[config.mk]
export PLATFORM = sky130hd
export DESIGN_NAME = nps_host
export DESIGN_NICKNAME = d
export VERILOG_FILES = /design/src/design/nps_pkg.sv /design/src/design/nps_host.sv
export VERILOG_INCLUDE_DIRS = /design/src /design/src/design
export SDC_FILE = /design/constraint.sdc
export NUM_CORES = 1
export LEC_CHECK = 0
export BUFFER_PORTS_ARGS = -buffer_cell sky130_fd_sc_hd__buf_2
export CAP_MARGIN = 20
export CELL_PAD_IN_SITES_DETAIL_PLACEMENT = 1
export CELL_PAD_IN_SITES_GLOBAL_PLACEMENT = 1
export CORE_ASPECT_RATIO = 0.7
export CORE_MARGIN = 1
export CORE_UTILIZATION = 46
export DETAILED_ROUTE_END_ITERATION = 8
export PLACE_DENSITY = 0.89
export SLEW_MARGIN = 20
export SYNTH_ARGS = -nofsm -noshare
export SYNTH_HDL_FRONTEND = slang
export SYNTH_SLANG_ARGS = --single-unit
[constraint.sdc]
create_clock -name hclk -period 3.5 [get_ports hclk]
set_input_delay 0.7 -clock hclk [delete_from_list [all_inputs] [get_ports hclk]]
set_output_delay 0.7 -clock hclk [all_outputs]
set_load 0.05 [all_outputs]
[src/design/nps_defs.svh]
/*
  Constants of the NAND page command sequencer host: register offsets,
  command codes, status field positions and timing counts.
  Assumes a 20 MHz hclk and an 8-bit asynchronous NAND part on the pins.
*/
// How it works
// RULE_01 - Page read is 00h, five address cycles, then 30h.
// RULE_02 - After power-up 00h counts as latched; five addresses plus 30h suffice.
// RULE_03 - Array load of 2,112 bytes finishes within 40 us, busy shown meanwhile.
// RULE_04 - Each output strobe falling edge gives the next byte; cycle may be 25 ns.
// RULE_05 - Random data output plus new column redirects output, repeatable within page.
// RULE_06 - At most 4 partial programs on one page between erases; the host counts them only for the latest programmed page.
// RULE_07 - Program is 80h, five addresses, up to 2,112 bytes, then 10h.
// RULE_08 - 85h with new column during loading continues loading there, repeatable.
// RULE_09 - A 10h without a preceding data input sequence is ignored.
// RULE_10 - While programming only status read and reset are accepted.
// RULE_11 - End of program shows on ready/busy and status bit 6.
// RULE_12 - Verify flags only bits that failed to go from one to zero.
// RULE_13 - Pages of a block are programmed in rising address order; the host checks only against the last programmed page.
// RULE_14 - 35h with source page loads whole 2,112-byte page, still readable.
// RULE_15 - Copy-back program starts with 85h and destination; begins after 10h.
// RULE_16 - During copy-back 85h plus new column may modify buffered data.
// RULE_17 - Copy-back source and destination lie in the same plane.
// RULE_18 - After 70h or F1h status appears on the later falling edge.
// RULE_19 - Status output tracks live state without toggling strobes.
// RULE_20 - Status mode lasts until next command; write 00h to resume data.
// RULE_21 - 70h byte: bit 0 fail, bit 6 ready, bit 7 unprotected.
// RULE_22 - F1h byte: bits 0..2 chip, plane 0, plane 1 fail; bits 6, 7 as 70h.
// RULE_23 - FFh aborts operations, clears command state; status C0h; repeat accepted.
// RULE_24 - Ready/busy goes low on program, erase or read start; high when done.
// RULE_25 - With chip select low, command or address latch select marks the byte.
`ifndef NPS_DEFS_SVH
`define NPS_DEFS_SVH

`define NPS_OFF_CMD 8'h00
`define NPS_OFF_COL 8'h04
`define NPS_OFF_ROW 8'h08
`define NPS_OFF_WDATA 8'h0C
`define NPS_OFF_STATUS 8'h10
`define NPS_OFF_CTRL 8'h14

`define NPS_CMD_READ1 8'h00
`define NPS_CMD_READ2 8'h30
`define NPS_CMD_CB_READ2 8'h35
`define NPS_CMD_PROG1 8'h80
`define NPS_CMD_RAND_IN 8'h85
`define NPS_CMD_CONFIRM 8'h10
`define NPS_CMD_RAND_OUT1 8'h05
`define NPS_CMD_RAND_OUT2 8'hE0
`define NPS_CMD_STAT 8'h70
`define NPS_CMD_STAT2 8'hF1
`define NPS_CMD_RESET 8'hFF

// Status register clear bits (write one)
`define NPS_ST_REFUSED 2
`define NPS_ST_LATE 3
// Control register bits
`define NPS_CTRL_WP 0
`define NPS_CTRL_FORGET 1
`define NPS_CTRL_RESET 1'h0

`define NPS_CLK_NS 50
`define NPS_T_CYCLE_NS 25
`define NPS_STROBE_HIGH_CYC ((`NPS_T_CYCLE_NS + `NPS_CLK_NS - 1) / `NPS_CLK_NS)
`define NPS_STROBE_LOW_CYC 5
`define NPS_T_ARRAY_LOAD_US 40
`define NPS_ARRAY_LOAD_CYC ((`NPS_T_ARRAY_LOAD_US * 1000) / `NPS_CLK_NS)
`define NPS_RB_GUARD_CYC 8
`define NPS_PARTIAL_MAX 4
`define NPS_PLANE_BIT 6
`define NPS_PAGE_BITS 6

`endif

[src/design/nps_pkg.sv]
/*
  Types of the NAND page command sequencer host: operations, engine
  states, the pin bundle and a decoded cycle sequence.
  Assumes nothing beyond a SystemVerilog compiler.
*/
package nps_pkg;
  typedef enum logic [3:0] {
    OP_NONE = 4'h0, OP_READ = 4'h1, OP_CB_READ = 4'h2, OP_PROG = 4'h3,
    OP_CB_PROG = 4'h4, OP_CONFIRM = 4'h5, OP_RAND_OUT = 4'h6, OP_RAND_IN = 4'h7,
    OP_STAT = 4'h8, OP_STAT2 = 4'h9, OP_RESET = 4'hA, OP_RD = 4'hB,
    OP_WR = 4'hC, OP_RESUME = 4'hD
  } nps_op_t;

  typedef enum logic [6:0] {
    ST_IDLE = 7'h01, ST_CMD1 = 7'h02, ST_ADDR = 7'h04, ST_CMD2 = 7'h08,
    ST_WDAT = 7'h10, ST_RDAT = 7'h20, ST_WAIT = 7'h40
  } nps_state_t;

  typedef struct packed {
    logic ce_n;
    logic cle;
    logic ale;
    logic we_n;
    logic output_strobe_n;
    logic wp_n;
    logic io_oe;
    logic [7:0] io_out;
  } nps_pins_t;

  typedef struct packed {
    logic cmd1_en;
    logic [7:0] cmd1;
    logic [2:0] naddr;
    logic cmd2_en;
    logic [7:0] cmd2;
    logic wt;
    logic rd;
    logic wr;
  } nps_seq_t;
endpackage

[src/design/nps_host.sv]
/*
  Host controller for an 8-bit asynchronous NAND flash: an AHB-Lite slave
  takes orders and an engine plays them out as command, address and data
  cycles on the pins. Assumes one word-wide AHB master and one NAND part
  whose ready/busy pin has an external pull-up.
*/
// Decided for this implementation: the AHB-Lite slave port and the register offsets.
`include "nps_defs.svh"
`timescale 1ns/100ps
`default_nettype none
module nps_host #(
  parameter int PART_MAX = `NPS_PARTIAL_MAX
) (
  input wire logic hclk,
  input wire logic hresetn,
  input wire logic hsel,
  input wire logic [31:0] haddr,
  input wire logic [1:0] htrans,
  input wire logic hwrite,
  input wire logic [2:0] hsize,
  input wire logic [31:0] hwdata,
  input wire logic hready,
  output logic hreadyout,
  output logic hresp,
  output logic [31:0] hrdata,
  input wire logic [7:0] io_in,
  input wire logic rb,
  output nps_pkg::nps_pins_t pins
);
  import nps_pkg::*;

  localparam logic [2:0] PH_LOW = 3'(`NPS_STROBE_LOW_CYC);
  localparam logic [2:0] PH_LAST = 3'(`NPS_STROBE_LOW_CYC + `NPS_STROBE_HIGH_CYC);
  localparam logic [15:0] LOAD_CYC = 16'(`NPS_ARRAY_LOAD_CYC);
  localparam logic [15:0] GUARD_CYC = 16'(`NPS_RB_GUARD_CYC);
  localparam logic [2:0] PART_CAP = 3'(PART_MAX);

  // Cycle list of each operation
  function automatic nps_seq_t dec(input nps_op_t o);
    nps_seq_t s;
    s = '0;
    case (o)
      OP_READ: s = {1'b1, `NPS_CMD_READ1, 3'h5, 1'b1, `NPS_CMD_READ2, 3'b100};
      // Whole source page into the device buffer, see RULE_14
      OP_CB_READ: s = {1'b1, `NPS_CMD_READ1, 3'h5, 1'b1, `NPS_CMD_CB_READ2, 3'b100};
      OP_PROG: s = {1'b1, `NPS_CMD_PROG1, 3'h5, 1'b0, 8'h00, 3'b000};
      // Destination only; programming waits for the confirm, see RULE_15
      OP_CB_PROG: s = {1'b1, `NPS_CMD_RAND_IN, 3'h5, 1'b0, 8'h00, 3'b000};
      OP_CONFIRM: s = {1'b1, `NPS_CMD_CONFIRM, 3'h0, 1'b0, 8'h00, 3'b100};
      OP_RAND_OUT: s = {1'b1, `NPS_CMD_RAND_OUT1, 3'h2, 1'b1, `NPS_CMD_RAND_OUT2, 3'b000};
      OP_RAND_IN: s = {1'b1, `NPS_CMD_RAND_IN, 3'h2, 1'b0, 8'h00, 3'b000};
      OP_STAT: s = {1'b1, `NPS_CMD_STAT, 3'h0, 1'b0, 8'h00, 3'b010};
      OP_STAT2: s = {1'b1, `NPS_CMD_STAT2, 3'h0, 1'b0, 8'h00, 3'b010};
      OP_RESET: s = {1'b1, `NPS_CMD_RESET, 3'h0, 1'b0, 8'h00, 3'b100};
      OP_RD: s = {1'b0, 8'h00, 3'h0, 1'b0, 8'h00, 3'b010};
      OP_WR: s = {1'b0, 8'h00, 3'h0, 1'b0, 8'h00, 3'b001};
      OP_RESUME: s = {1'b1, `NPS_CMD_READ1, 3'h0, 1'b0, 8'h00, 3'b000};
      default: s = '0;
    endcase
    return s;
  endfunction

  // First state not yet done at a given level of the sequence
  function automatic nps_state_t after(input nps_seq_t s, input logic [1:0] lvl);
    if (lvl == 2'h0 && s.cmd1_en) return ST_CMD1;
    if (lvl <= 2'h1 && s.naddr != 3'h0) return ST_ADDR;
    if (lvl <= 2'h2 && s.cmd2_en) return ST_CMD2;
    if (s.wr) return ST_WDAT;
    if (s.rd) return ST_RDAT;
    if (s.wt) return ST_WAIT;
    return ST_IDLE;
  endfunction

  // Pin inputs: three stages, a change counts when stages two and three agree
  logic [8:0] s1, s2, s3, filt, next_filt;
  logic rb_f;
  logic [7:0] io_f;
  always_comb begin
    next_filt = (~(s2 ^ s3) & s3) | ((s2 ^ s3) & filt);
  end
  always_ff @(posedge hclk or negedge hresetn) begin
    if (!hresetn) begin
      s1 <= 9'h1FF;
      s2 <= 9'h1FF;
      s3 <= 9'h1FF;
      filt <= 9'h1FF;
    end else begin
      s1 <= {rb, io_in};
      s2 <= s1;
      s3 <= s2;
      filt <= next_filt;
    end
  end
  assign rb_f = filt[8];
  assign io_f = filt[7:0];

  // Bus slave and engine state
  logic dp_we, next_dp_we;
  logic [7:0] dp_addr, next_dp_addr;
  logic [31:0] next_hrdata;
  logic [11:0] col, next_col;
  logic [16:0] row, next_row, last_row, next_last_row, src_row, next_src_row;
  logic [7:0] wdata, next_wdata, rdata, next_rdata;
  logic ctrl_wp, next_ctrl_wp;
  nps_state_t st, next_st;
  nps_op_t op, next_op, req_op;
  nps_seq_t seq, next_seq;
  logic [2:0] ph, next_ph, aidx, next_aidx, part_cnt, next_part_cnt;
  logic [15:0] wcnt, next_wcnt;
  logic refused, next_refused, late, next_late, loading, next_loading;
  logic stat_mode, next_stat_mode, last_valid, next_last_valid;
  logic src_valid, next_src_valid;
  nps_pins_t next_pins;
  logic accept, wr_cmd, start, bad, same_row, same_blk, step_end, low;
  logic [7:0] abyte;

  // Read mux sampled in the address phase, so hrdata is a flop
  function automatic logic [31:0] rd_mux(input logic [7:0] a);
    case (a)
      `NPS_OFF_CMD: return {28'h0000000, op};
      `NPS_OFF_COL: return {20'h00000, col};
      `NPS_OFF_ROW: return {15'h0000, row};
      `NPS_OFF_WDATA: return {24'h000000, wdata};
      `NPS_OFF_STATUS: return {13'h0000, part_cnt, rdata, 2'h0, stat_mode, loading,
                               late, refused, rb_f, st != ST_IDLE};
      `NPS_OFF_CTRL: return {31'h00000000, ctrl_wp};
      default: return 32'h00000000;
    endcase
  endfunction

  // Legality of a new order; refusals are flagged, never queued
  always_comb begin
    accept = hsel && htrans[1] && hready && hsize == 3'h2;
    wr_cmd = dp_we && dp_addr == `NPS_OFF_CMD;
    req_op = nps_op_t'(hwdata[3:0]);
    same_row = last_valid && row == last_row;
    same_blk = last_valid && row[16:`NPS_PAGE_BITS] == last_row[16:`NPS_PAGE_BITS];
    bad = 1'b0;
    if (req_op == OP_NONE || req_op > OP_RESUME) bad = 1'b1;
    // Only status, reset and data reads while the part is busy, see RULE_10
    if (!rb_f && !(req_op inside {OP_STAT, OP_STAT2, OP_RESET, OP_RD})) bad = 1'b1;
    if (req_op == OP_PROG || req_op == OP_CB_PROG) begin
      // Rising page order within a block, see RULE_13
      if (same_blk && row[`NPS_PAGE_BITS-1:0] < last_row[`NPS_PAGE_BITS-1:0]) bad = 1'b1;
      // Partial program cap; only the latest page is tracked, see RULE_06
      if (same_row && part_cnt >= PART_CAP) bad = 1'b1;
    end
    // Copy-back needs a source read in the same plane, see RULE_17
    if (req_op == OP_CB_PROG && (!src_valid ||
        row[`NPS_PLANE_BIT] != src_row[`NPS_PLANE_BIT])) bad = 1'b1;
    // Confirm only after a data input sequence, see RULE_07
    if (req_op == OP_CONFIRM && !loading) bad = 1'b1;
    start = wr_cmd && st == ST_IDLE && !bad;
  end

  // Next values of bus, software registers and engine
  always_comb begin
    next_dp_we = accept && hwrite;
    next_dp_addr = haddr[7:0];
    next_hrdata = (accept && !hwrite) ? rd_mux(haddr[7:0]) : hrdata;
    next_col = col;
    next_row = row;
    next_wdata = wdata;
    next_ctrl_wp = ctrl_wp;
    next_st = st;
    next_op = op;
    next_seq = seq;
    next_ph = ph;
    next_aidx = aidx;
    next_wcnt = wcnt;
    next_rdata = rdata;
    next_loading = loading;
    next_stat_mode = stat_mode;
    next_last_row = last_row;
    next_last_valid = last_valid;
    next_part_cnt = part_cnt;
    next_src_row = src_row;
    next_src_valid = src_valid;
    next_late = late;
    next_refused = refused;
    step_end = ph == PH_LAST;
    if (dp_we && dp_addr == `NPS_OFF_COL) next_col = hwdata[11:0];
    if (dp_we && dp_addr == `NPS_OFF_ROW) next_row = hwdata[16:0];
    if (dp_we && dp_addr == `NPS_OFF_WDATA) next_wdata = hwdata[7:0];
    if (dp_we && dp_addr == `NPS_OFF_CTRL) begin
      next_ctrl_wp = hwdata[`NPS_CTRL_WP];
      if (hwdata[`NPS_CTRL_FORGET]) next_last_valid = 1'b0;
    end
    if (dp_we && dp_addr == `NPS_OFF_STATUS) begin
      next_refused = refused & ~hwdata[`NPS_ST_REFUSED];
      next_late = late & ~hwdata[`NPS_ST_LATE];
    end
    // Set wins over a clear in the same cycle
    if (wr_cmd && !start) next_refused = 1'b1;
    case (st)
      ST_IDLE: begin
        if (start) begin
          next_op = req_op;
          next_seq = dec(req_op);
          next_st = after(dec(req_op), 2'h0);
          next_ph = 3'h0;
          next_aidx = 3'h0;
          next_wcnt = 16'h0000;
          if (dec(req_op).cmd1_en) next_stat_mode = req_op == OP_STAT || req_op == OP_STAT2;
          if (req_op == OP_PROG || req_op == OP_CB_PROG) begin
            next_loading = 1'b1;
            next_part_cnt = same_row ? part_cnt + 3'h1 : 3'h1;
            next_last_row = row;
            next_last_valid = 1'b1;
          end
          if (req_op == OP_CB_READ) begin
            next_src_row = row;
            next_src_valid = 1'b1;
          end
          if (req_op == OP_RESET) next_loading = 1'b0;
        end
      end
      ST_CMD1: begin
        next_ph = step_end ? 3'h0 : ph + 3'h1;
        if (step_end) begin
          next_st = after(seq, 2'h1);
          if (seq.cmd1 == `NPS_CMD_CONFIRM) next_loading = 1'b0;
        end
      end
      ST_ADDR: begin
        next_ph = step_end ? 3'h0 : ph + 3'h1;
        if (step_end) begin
          next_aidx = aidx + 3'h1;
          if (aidx == seq.naddr - 3'h1) begin
            next_aidx = 3'h0;
            next_st = after(seq, 2'h2);
          end
        end
      end
      ST_CMD2: begin
        next_ph = step_end ? 3'h0 : ph + 3'h1;
        if (step_end) next_st = after(seq, 2'h3);
      end
      ST_WDAT: begin
        next_ph = step_end ? 3'h0 : ph + 3'h1;
        if (step_end) next_st = ST_IDLE;
      end
      ST_RDAT: begin
        // Byte taken as the strobe rises, see RULE_04
        next_ph = step_end ? 3'h0 : ph + 3'h1;
        if (step_end) begin
          next_rdata = io_f;
          next_st = ST_IDLE;
        end
      end
      ST_WAIT: begin
        // Guard covers the busy delay before ready is trusted, see RULE_03
        if (wcnt != 16'hFFFF) next_wcnt = wcnt + 16'h0001;
        if (wcnt == LOAD_CYC && (op == OP_READ || op == OP_CB_READ)) next_late = 1'b1;
        if (wcnt >= GUARD_CYC && rb_f) next_st = ST_IDLE;
      end
      default: next_st = ST_IDLE;
    endcase
  end

  // Pin levels from the current step; registered, so they lag one cycle
  always_comb begin
    low = ph != 3'h0 && ph <= PH_LOW;
    case (aidx)
      3'h0: abyte = col[7:0];
      3'h1: abyte = {4'h0, col[11:8]};
      3'h2: abyte = row[7:0];
      3'h3: abyte = row[15:8];
      default: abyte = {7'h00, row[16]};
    endcase
    next_pins = '0;
    next_pins.ce_n = st == ST_IDLE;
    next_pins.we_n = 1'b1;
    next_pins.output_strobe_n = 1'b1;
    next_pins.wp_n = ctrl_wp;
    case (st)
      // Write strobe framed by the latch selects, see RULE_25
      ST_CMD1, ST_CMD2: begin
        next_pins.cle = 1'b1;
        next_pins.io_oe = 1'b1;
        next_pins.io_out = st == ST_CMD1 ? seq.cmd1 : seq.cmd2;
        next_pins.we_n = !low;
      end
      ST_ADDR: begin
        next_pins.ale = 1'b1;
        next_pins.io_oe = 1'b1;
        next_pins.io_out = abyte;
        next_pins.we_n = !low;
      end
      ST_WDAT: begin
        next_pins.io_oe = 1'b1;
        next_pins.io_out = wdata;
        next_pins.we_n = !low;
      end
      ST_RDAT: next_pins.output_strobe_n = !low;
      default: next_pins.ce_n = st == ST_IDLE;
    endcase
  end

  always_ff @(posedge hclk or negedge hresetn) begin
    if (!hresetn) begin
      dp_we <= 1'b0;
      dp_addr <= 8'h00;
      hrdata <= 32'h00000000;
      hreadyout <= 1'b0;
      hresp <= 1'b0;
      col <= 12'h000;
      row <= 17'h00000;
      wdata <= 8'h00;
      ctrl_wp <= `NPS_CTRL_RESET;
      st <= ST_IDLE;
      op <= OP_NONE;
      seq <= '0;
      ph <= 3'h0;
      aidx <= 3'h0;
      wcnt <= 16'h0000;
      rdata <= 8'h00;
      loading <= 1'b0;
      stat_mode <= 1'b0;
      last_row <= 17'h00000;
      last_valid <= 1'b0;
      part_cnt <= 3'h0;
      src_row <= 17'h00000;
      src_valid <= 1'b0;
      late <= 1'b0;
      refused <= 1'b0;
      pins <= {1'b1, 2'h0, 1'b1, 1'b1, 1'b0, 1'b0, 8'h00};
    end else begin
      dp_we <= next_dp_we;
      dp_addr <= next_dp_addr;
      hrdata <= next_hrdata;
      hreadyout <= 1'b1;
      hresp <= 1'b0;
      col <= next_col;
      row <= next_row;
      wdata <= next_wdata;
      ctrl_wp <= next_ctrl_wp;
      st <= next_st;
      op <= next_op;
      seq <= next_seq;
      ph <= next_ph;
      aidx <= next_aidx;
      wcnt <= next_wcnt;
      rdata <= next_rdata;
      loading <= next_loading;
      stat_mode <= next_stat_mode;
      last_row <= next_last_row;
      last_valid <= next_last_valid;
      part_cnt <= next_part_cnt;
      src_row <= next_src_row;
      src_valid <= next_src_valid;
      late <= next_late;
      refused <= next_refused;
      pins <= next_pins;
    end
  end
endmodule
`default_nettype wire

---- Word-level counts from Yosys, hierarchy flattened ----
Memories as Yosys holds them, arrays and structs flattened. A register that Yosys moved wholly into a read port is not among the register bits.
Cells that the tools add are included.
word-level totals
  ROM bits ................................ 1056
  flip-flop bits (word level) ............. 213
  output and inout port bits .............. 49
  memories ................................ 3
  logic and storage cells ................. 354
operators by class
  $add $sub $neg .......................... 5
  bitwise gates (word level) .............. 9
  mux-type cells .......................... 181
  $lt $le $gt $ge ......................... 5
  eq/ne operators ......................... 50
  reduce and logical (&&, ||, !) cells .... 65
memory list
  memory            depth  width  rd ports  clocked after Yosys merged registers in  write ports  line            source
  (name not given)  16     22     1         1                                        0            nps_host.sv:42  case (o)
  (name not given)  16     22     1         0                                        0            nps_host.sv:42
  (name not given)  16     22     1         0                                        0            nps_host.sv:42
operators by type and width
  operator               number
  $mux 7                 50
  $pmux 19 s6            1
  $mux 1                 111
  $mux 24                4
  $pmux 7 s6             1
  $eq 8x5->1 const B     5
  $eq 8x4->1 const B     4
  $mux 16                2
  $pmux 16 s2            1
  $pmux 8 s4             1
  $pmux 9 s3             1
  $logic_and 1x1->1      24
  $and 9x9->9            2
  $eq 17x17->1           1
  $add 16x1->16 const B  1
  $eq 16x10->1 const B   1
  $eq 4x4->1 const B     4
  $eq 8x3->1 const B     2
  $ge 16x4->1 const B    1
  $logic_not 8->1        2
  $ne 16x16->1 const B   1
  $mux 3                 5
  $reduce_and 3->1       5
  $ne 2x2->1 const B     7
  46 further kinds       78

---- Longest topological paths before layout ----
  depth in word-level cells ............... 50
  gate-level depth with buffers ........... 10
  depth with buffers taken out ............ 8

---- Worst setup path after synthesis ----
Ideal clock, no wire load.
  path type ............................... input-to-reg
  from .................................... input hwdata[0]
  to ...................................... register last_row[10]
  data arrival time ....................... 2.735 ns
  library setup time ...................... 0.128 ns
  stages .................................. 10
  buffers on the path ..................... 2
  slack ................................... 0.638 ns
  path through ............................ inv_1 -> ha_1 -> or3b_2 -> a21oi_1 -> nor3_2 -> and3_1 -> buf_2 -> nand3_2 -> buf_2 -> mux2_1
on the way
  word-level cells in the longest chain between the ends .. 13
  elaborated cells on any way between the ends .. 26
RTL lines
  element                                              line             source
  from (decl)                                          nps_host.sv:21   input wire logic [31:0] hwdata,
  branches (longest 12 deep; another with $gt 4x4->1)  n/a
  $reduce_and 3->1 (no source line) (*)                n/a
  to (signal assigned)                                 nps_host.sv:347  last_row <= next_last_row;
  to (decl)                                            nps_host.sv:102  logic [16:0] row, next_row, last_row, next_last_row, src_row, next_src_row;
Every way passes the cells marked *.
A chain may end at the register's enable or synchronous reset.

---- Final worst setup path ----
  from .................................... input hwdata[0]
  to ...................................... register seq[5] in the netlist's numbering
on the way
  word-level cells in the longest chain between the ends .. 13
  elaborated cells on any way between the ends .. 26
RTL lines
  element                                              line             source
  branches (longest 13 deep; another with $gt 4x4->1)  n/a
  to (signal assigned)                                 nps_host.sv:340  seq <= next_seq;
  to (decl)                                            nps_host.sv:107  nps_seq_t seq, next_seq;
Several ways; the timed one is not identified.

==> impl_metrics.ini <==
[worst_setup_path]
max_stage_delay_ns = 0.62
critPathTopFamily = simple AND/OR/NAND/NOR gates
cp.required_ns = 3.95
worstPathMaxFanout = 12
cp_slowest_cell = or4_1
endpoint_kind = register
r2r_cells = 6
startpoint_type = input port
worstReg2RegStart = dp_addr[5]
reg2reg_to = st[5]
path_cells = buf_2, inv_1, ha_1, nand2_1, a21o_1, or4_1, o2111ai_4, buf_4, buf_4, nand2_1, nand2_1
cp_common_cell = nand2_1
worst_ep_arrival_time_ns = 3.40
rrSetupSlack_ns = 0.63
cp_num_buf_inv = 4
path_class = in2reg

[sta]
hold_viol = 0
whs_ns = 0.285
max_freq_mhz = 338
clock_skew_ns = 0.0244
rsz0062_at_grt = no
period_share_pct = 84.4
maxSlewViolCount = 0
setup_viol = 0
fin_crit_ns = 2.95
fin_ws_ns = 0.546
tightest_slew_ns = 0.898
fin_tns_setup_ns = 0
max-slew-margin-rel_pct = 40.1

[layout]
utilization_pct = 55.7
multi_input_area_um2 = 4240
drive_gt1_share_pct = 27.2
regArea_um2 = 5080
fin_area_um2 = 11200
syn_to_final_growth_pct = 16.6
fill_cells = 2147
antennaDiodeCount = 0
nNetsFinal = 1071

[route]
viasPerCell = 6.24
vias = 7795
drc = 0
drt-initial-drc-count = 985
ant_nets = 0
firstDrtPassIters = 5
wl_mm = 32.0
wl_per_cell_um = 25.6

[logic_synthesis]
yosysSeqAreaShare_pct = 52.9
ys_seq_elements = 201
synth_cells = 865
yosysTopAreaCellShare_pct = 41.9
synth_edf_count = 0
synth_common_cells = dfrtp_1, nand2_1, mux2_2
yosysMostFrequentCell = dfrtp_1
synthFlopType = dfrtp_1
postSynth.asyncResetShare_pct = 100
synth_warnings = 0
syn_area_um2 = 9610
ys_top_cells_by_area = dfrtp_1, dfstp_2, mux2_2
avgSynthCellArea_um2 = 11.1
synthDistinctLibCells = 70
synth_top_area_cell = dfrtp_1

[hold_path]
hold_path_end = s1[7]
hp-start = io_in[7]
min_path_cells = 1
hold_class = in2reg

[clocking]
clkLatencyLatePin_ns = 0.52
cts_hold_buf = 0
cts.htree.levels = 1
max-clock-path-buffers = 3
cts_tree = done
clk_pin_slew_ns = 0.07
cts_root_buf = clkbuf_16
postCtsSetupBuffers = 0
cts_made_buffers = 21
cts-resized-gates = 0
cts.sinks = 201

[pwr]
p_leak_nw = 5.10
vdd_ir_drop_max_mv = 0.282
power-per-cell-area_nw_per_um2 = 511

[placement]
place.gp.congestion = 0.927
numPortBuffers = 77
dp_hpwl_mm = 22.5
place_worst_setup_slack_ns = 0.139
placed_area_um2 = 10500

[floorplanning]
core-area_um2 = 20100
die_y_um = 123
num_rows = 43
die_width_um = 175
initial_core_util_pct = 47.8
num_io_pins = 132
dieArea_um2 = 21500

[job]
drv_cap = 0

[global_routing]
grt_use_total_pct = 30.5
grt_pass1_vias = 8183
grt-ovfl-total = 0
grt_pass1_wl_mm = 49.1
grt_max_degree = 109
antenna_found_initial = 1

[run_status]
status = completed
==> registers in the layout (all words and copies together) (netlist names), 9 cells and up, named ones only <==
name / flops
s2: 9
col: 12
s3: 9
hrdata: 19
seq: 15
wcnt: 16
row: 17
pins: 15
last_row: 17
s1: 9
==> worst max path at each step <==
stage              start      endpoint  cells past startpoint
6_report       hwdata[0]        seq[5]                     11
5_1_grt        hwdata[0]       wcnt[8]                     10
4_1_cts        hwdata[0]       wcnt[8]                     10
3_5_place_dp   hwdata[0]   last_row[4]                     11
3_3_place_gp   hwdata[0]   last_row[0]                     11
2_1_floorplan  hwdata[0]  last_row[10]                     10
==> report_power, final <==
| group | leakage, nW | internal [mW] | switching [mW] |
|---|---|---|---|
| Clock | 0.361 | 1.52 | 0.982 |
| Sequential | 2.56 | 2.43 | 0.0889 |
| Combinational | 2.18 | 0.210 | 0.497 |
==> metrics by stage <==
step | std cells | total power [mW]
2_1_floorplan | 878 | 2.96
3_3_place_gp | 1213 | 3.18
3_5_place_dp | 1213 | 3.23
4_1_cts | 1250 | 5.73
5_1_grt | 1250 | 5.87
6_report | 1250 | 5.72
==> placed cells by master, fill, tap and decap left out, drive strengths merged, types with 20 or more instances in the layout <==
cell type	netlist	layout
clkbuf	19	28
dfrtp	161	161
a21oi	23	23
nand2	90	90
ha	22	22
dfstp	40	40
buf	30	113
nand3	20	20
nor2	52	52
nand2b	24	24
nor3	21	21
inv	27	28
mux2	75	75
o21ai	57	57
==> area by class of cell <==
| class | instances | share of cell area, % |
|---|---|---|
| repair buffers | 114 | 6.22 |
| well taps | 270 | 3.02 |
| clock inverters | 10 | 1.64 |
| multi-input cells | 601 | 37.8 |
| flip-flops and latches | 201 | 45.3 |
| inverters | 27 | 0.905 |
| clock buffers | 27 | 5.07 |
==> per-layer routing <==
metal,vias up,wire length (um),GRT usage (%)
met3,77,3050,8.55
met5,-,12,0
met4,2,863,9.35
met2,407,14600,48.1
met1,4014,13500,41.0
li1,3295,-,-
==> logic make-up (layout without fill, tap and decap cells) <==
| kind of cell | count (synthesis) | count (layout) | synth area share (%) |
|---|---|---|---|
| buffers and inverters | 76 | 178 | 3.92 |
| XOR/XNOR | 20 | 20 | 1.82 |
| adder cells (fa/ha/maj) | 31 | 31 | 3.80 |
| flip-flops | 201 | 201 | 52.9 |
| AND/OR/NAND/NOR | 285 | 285 | 15.7 |
| AO/OA/AOI/OAI | 162 | 162 | 11.5 |
| other | 2 | 15 | 0.0781 |
| multiplexers | 88 | 88 | 10.3 |
Power figures use the tool's default switching activity.
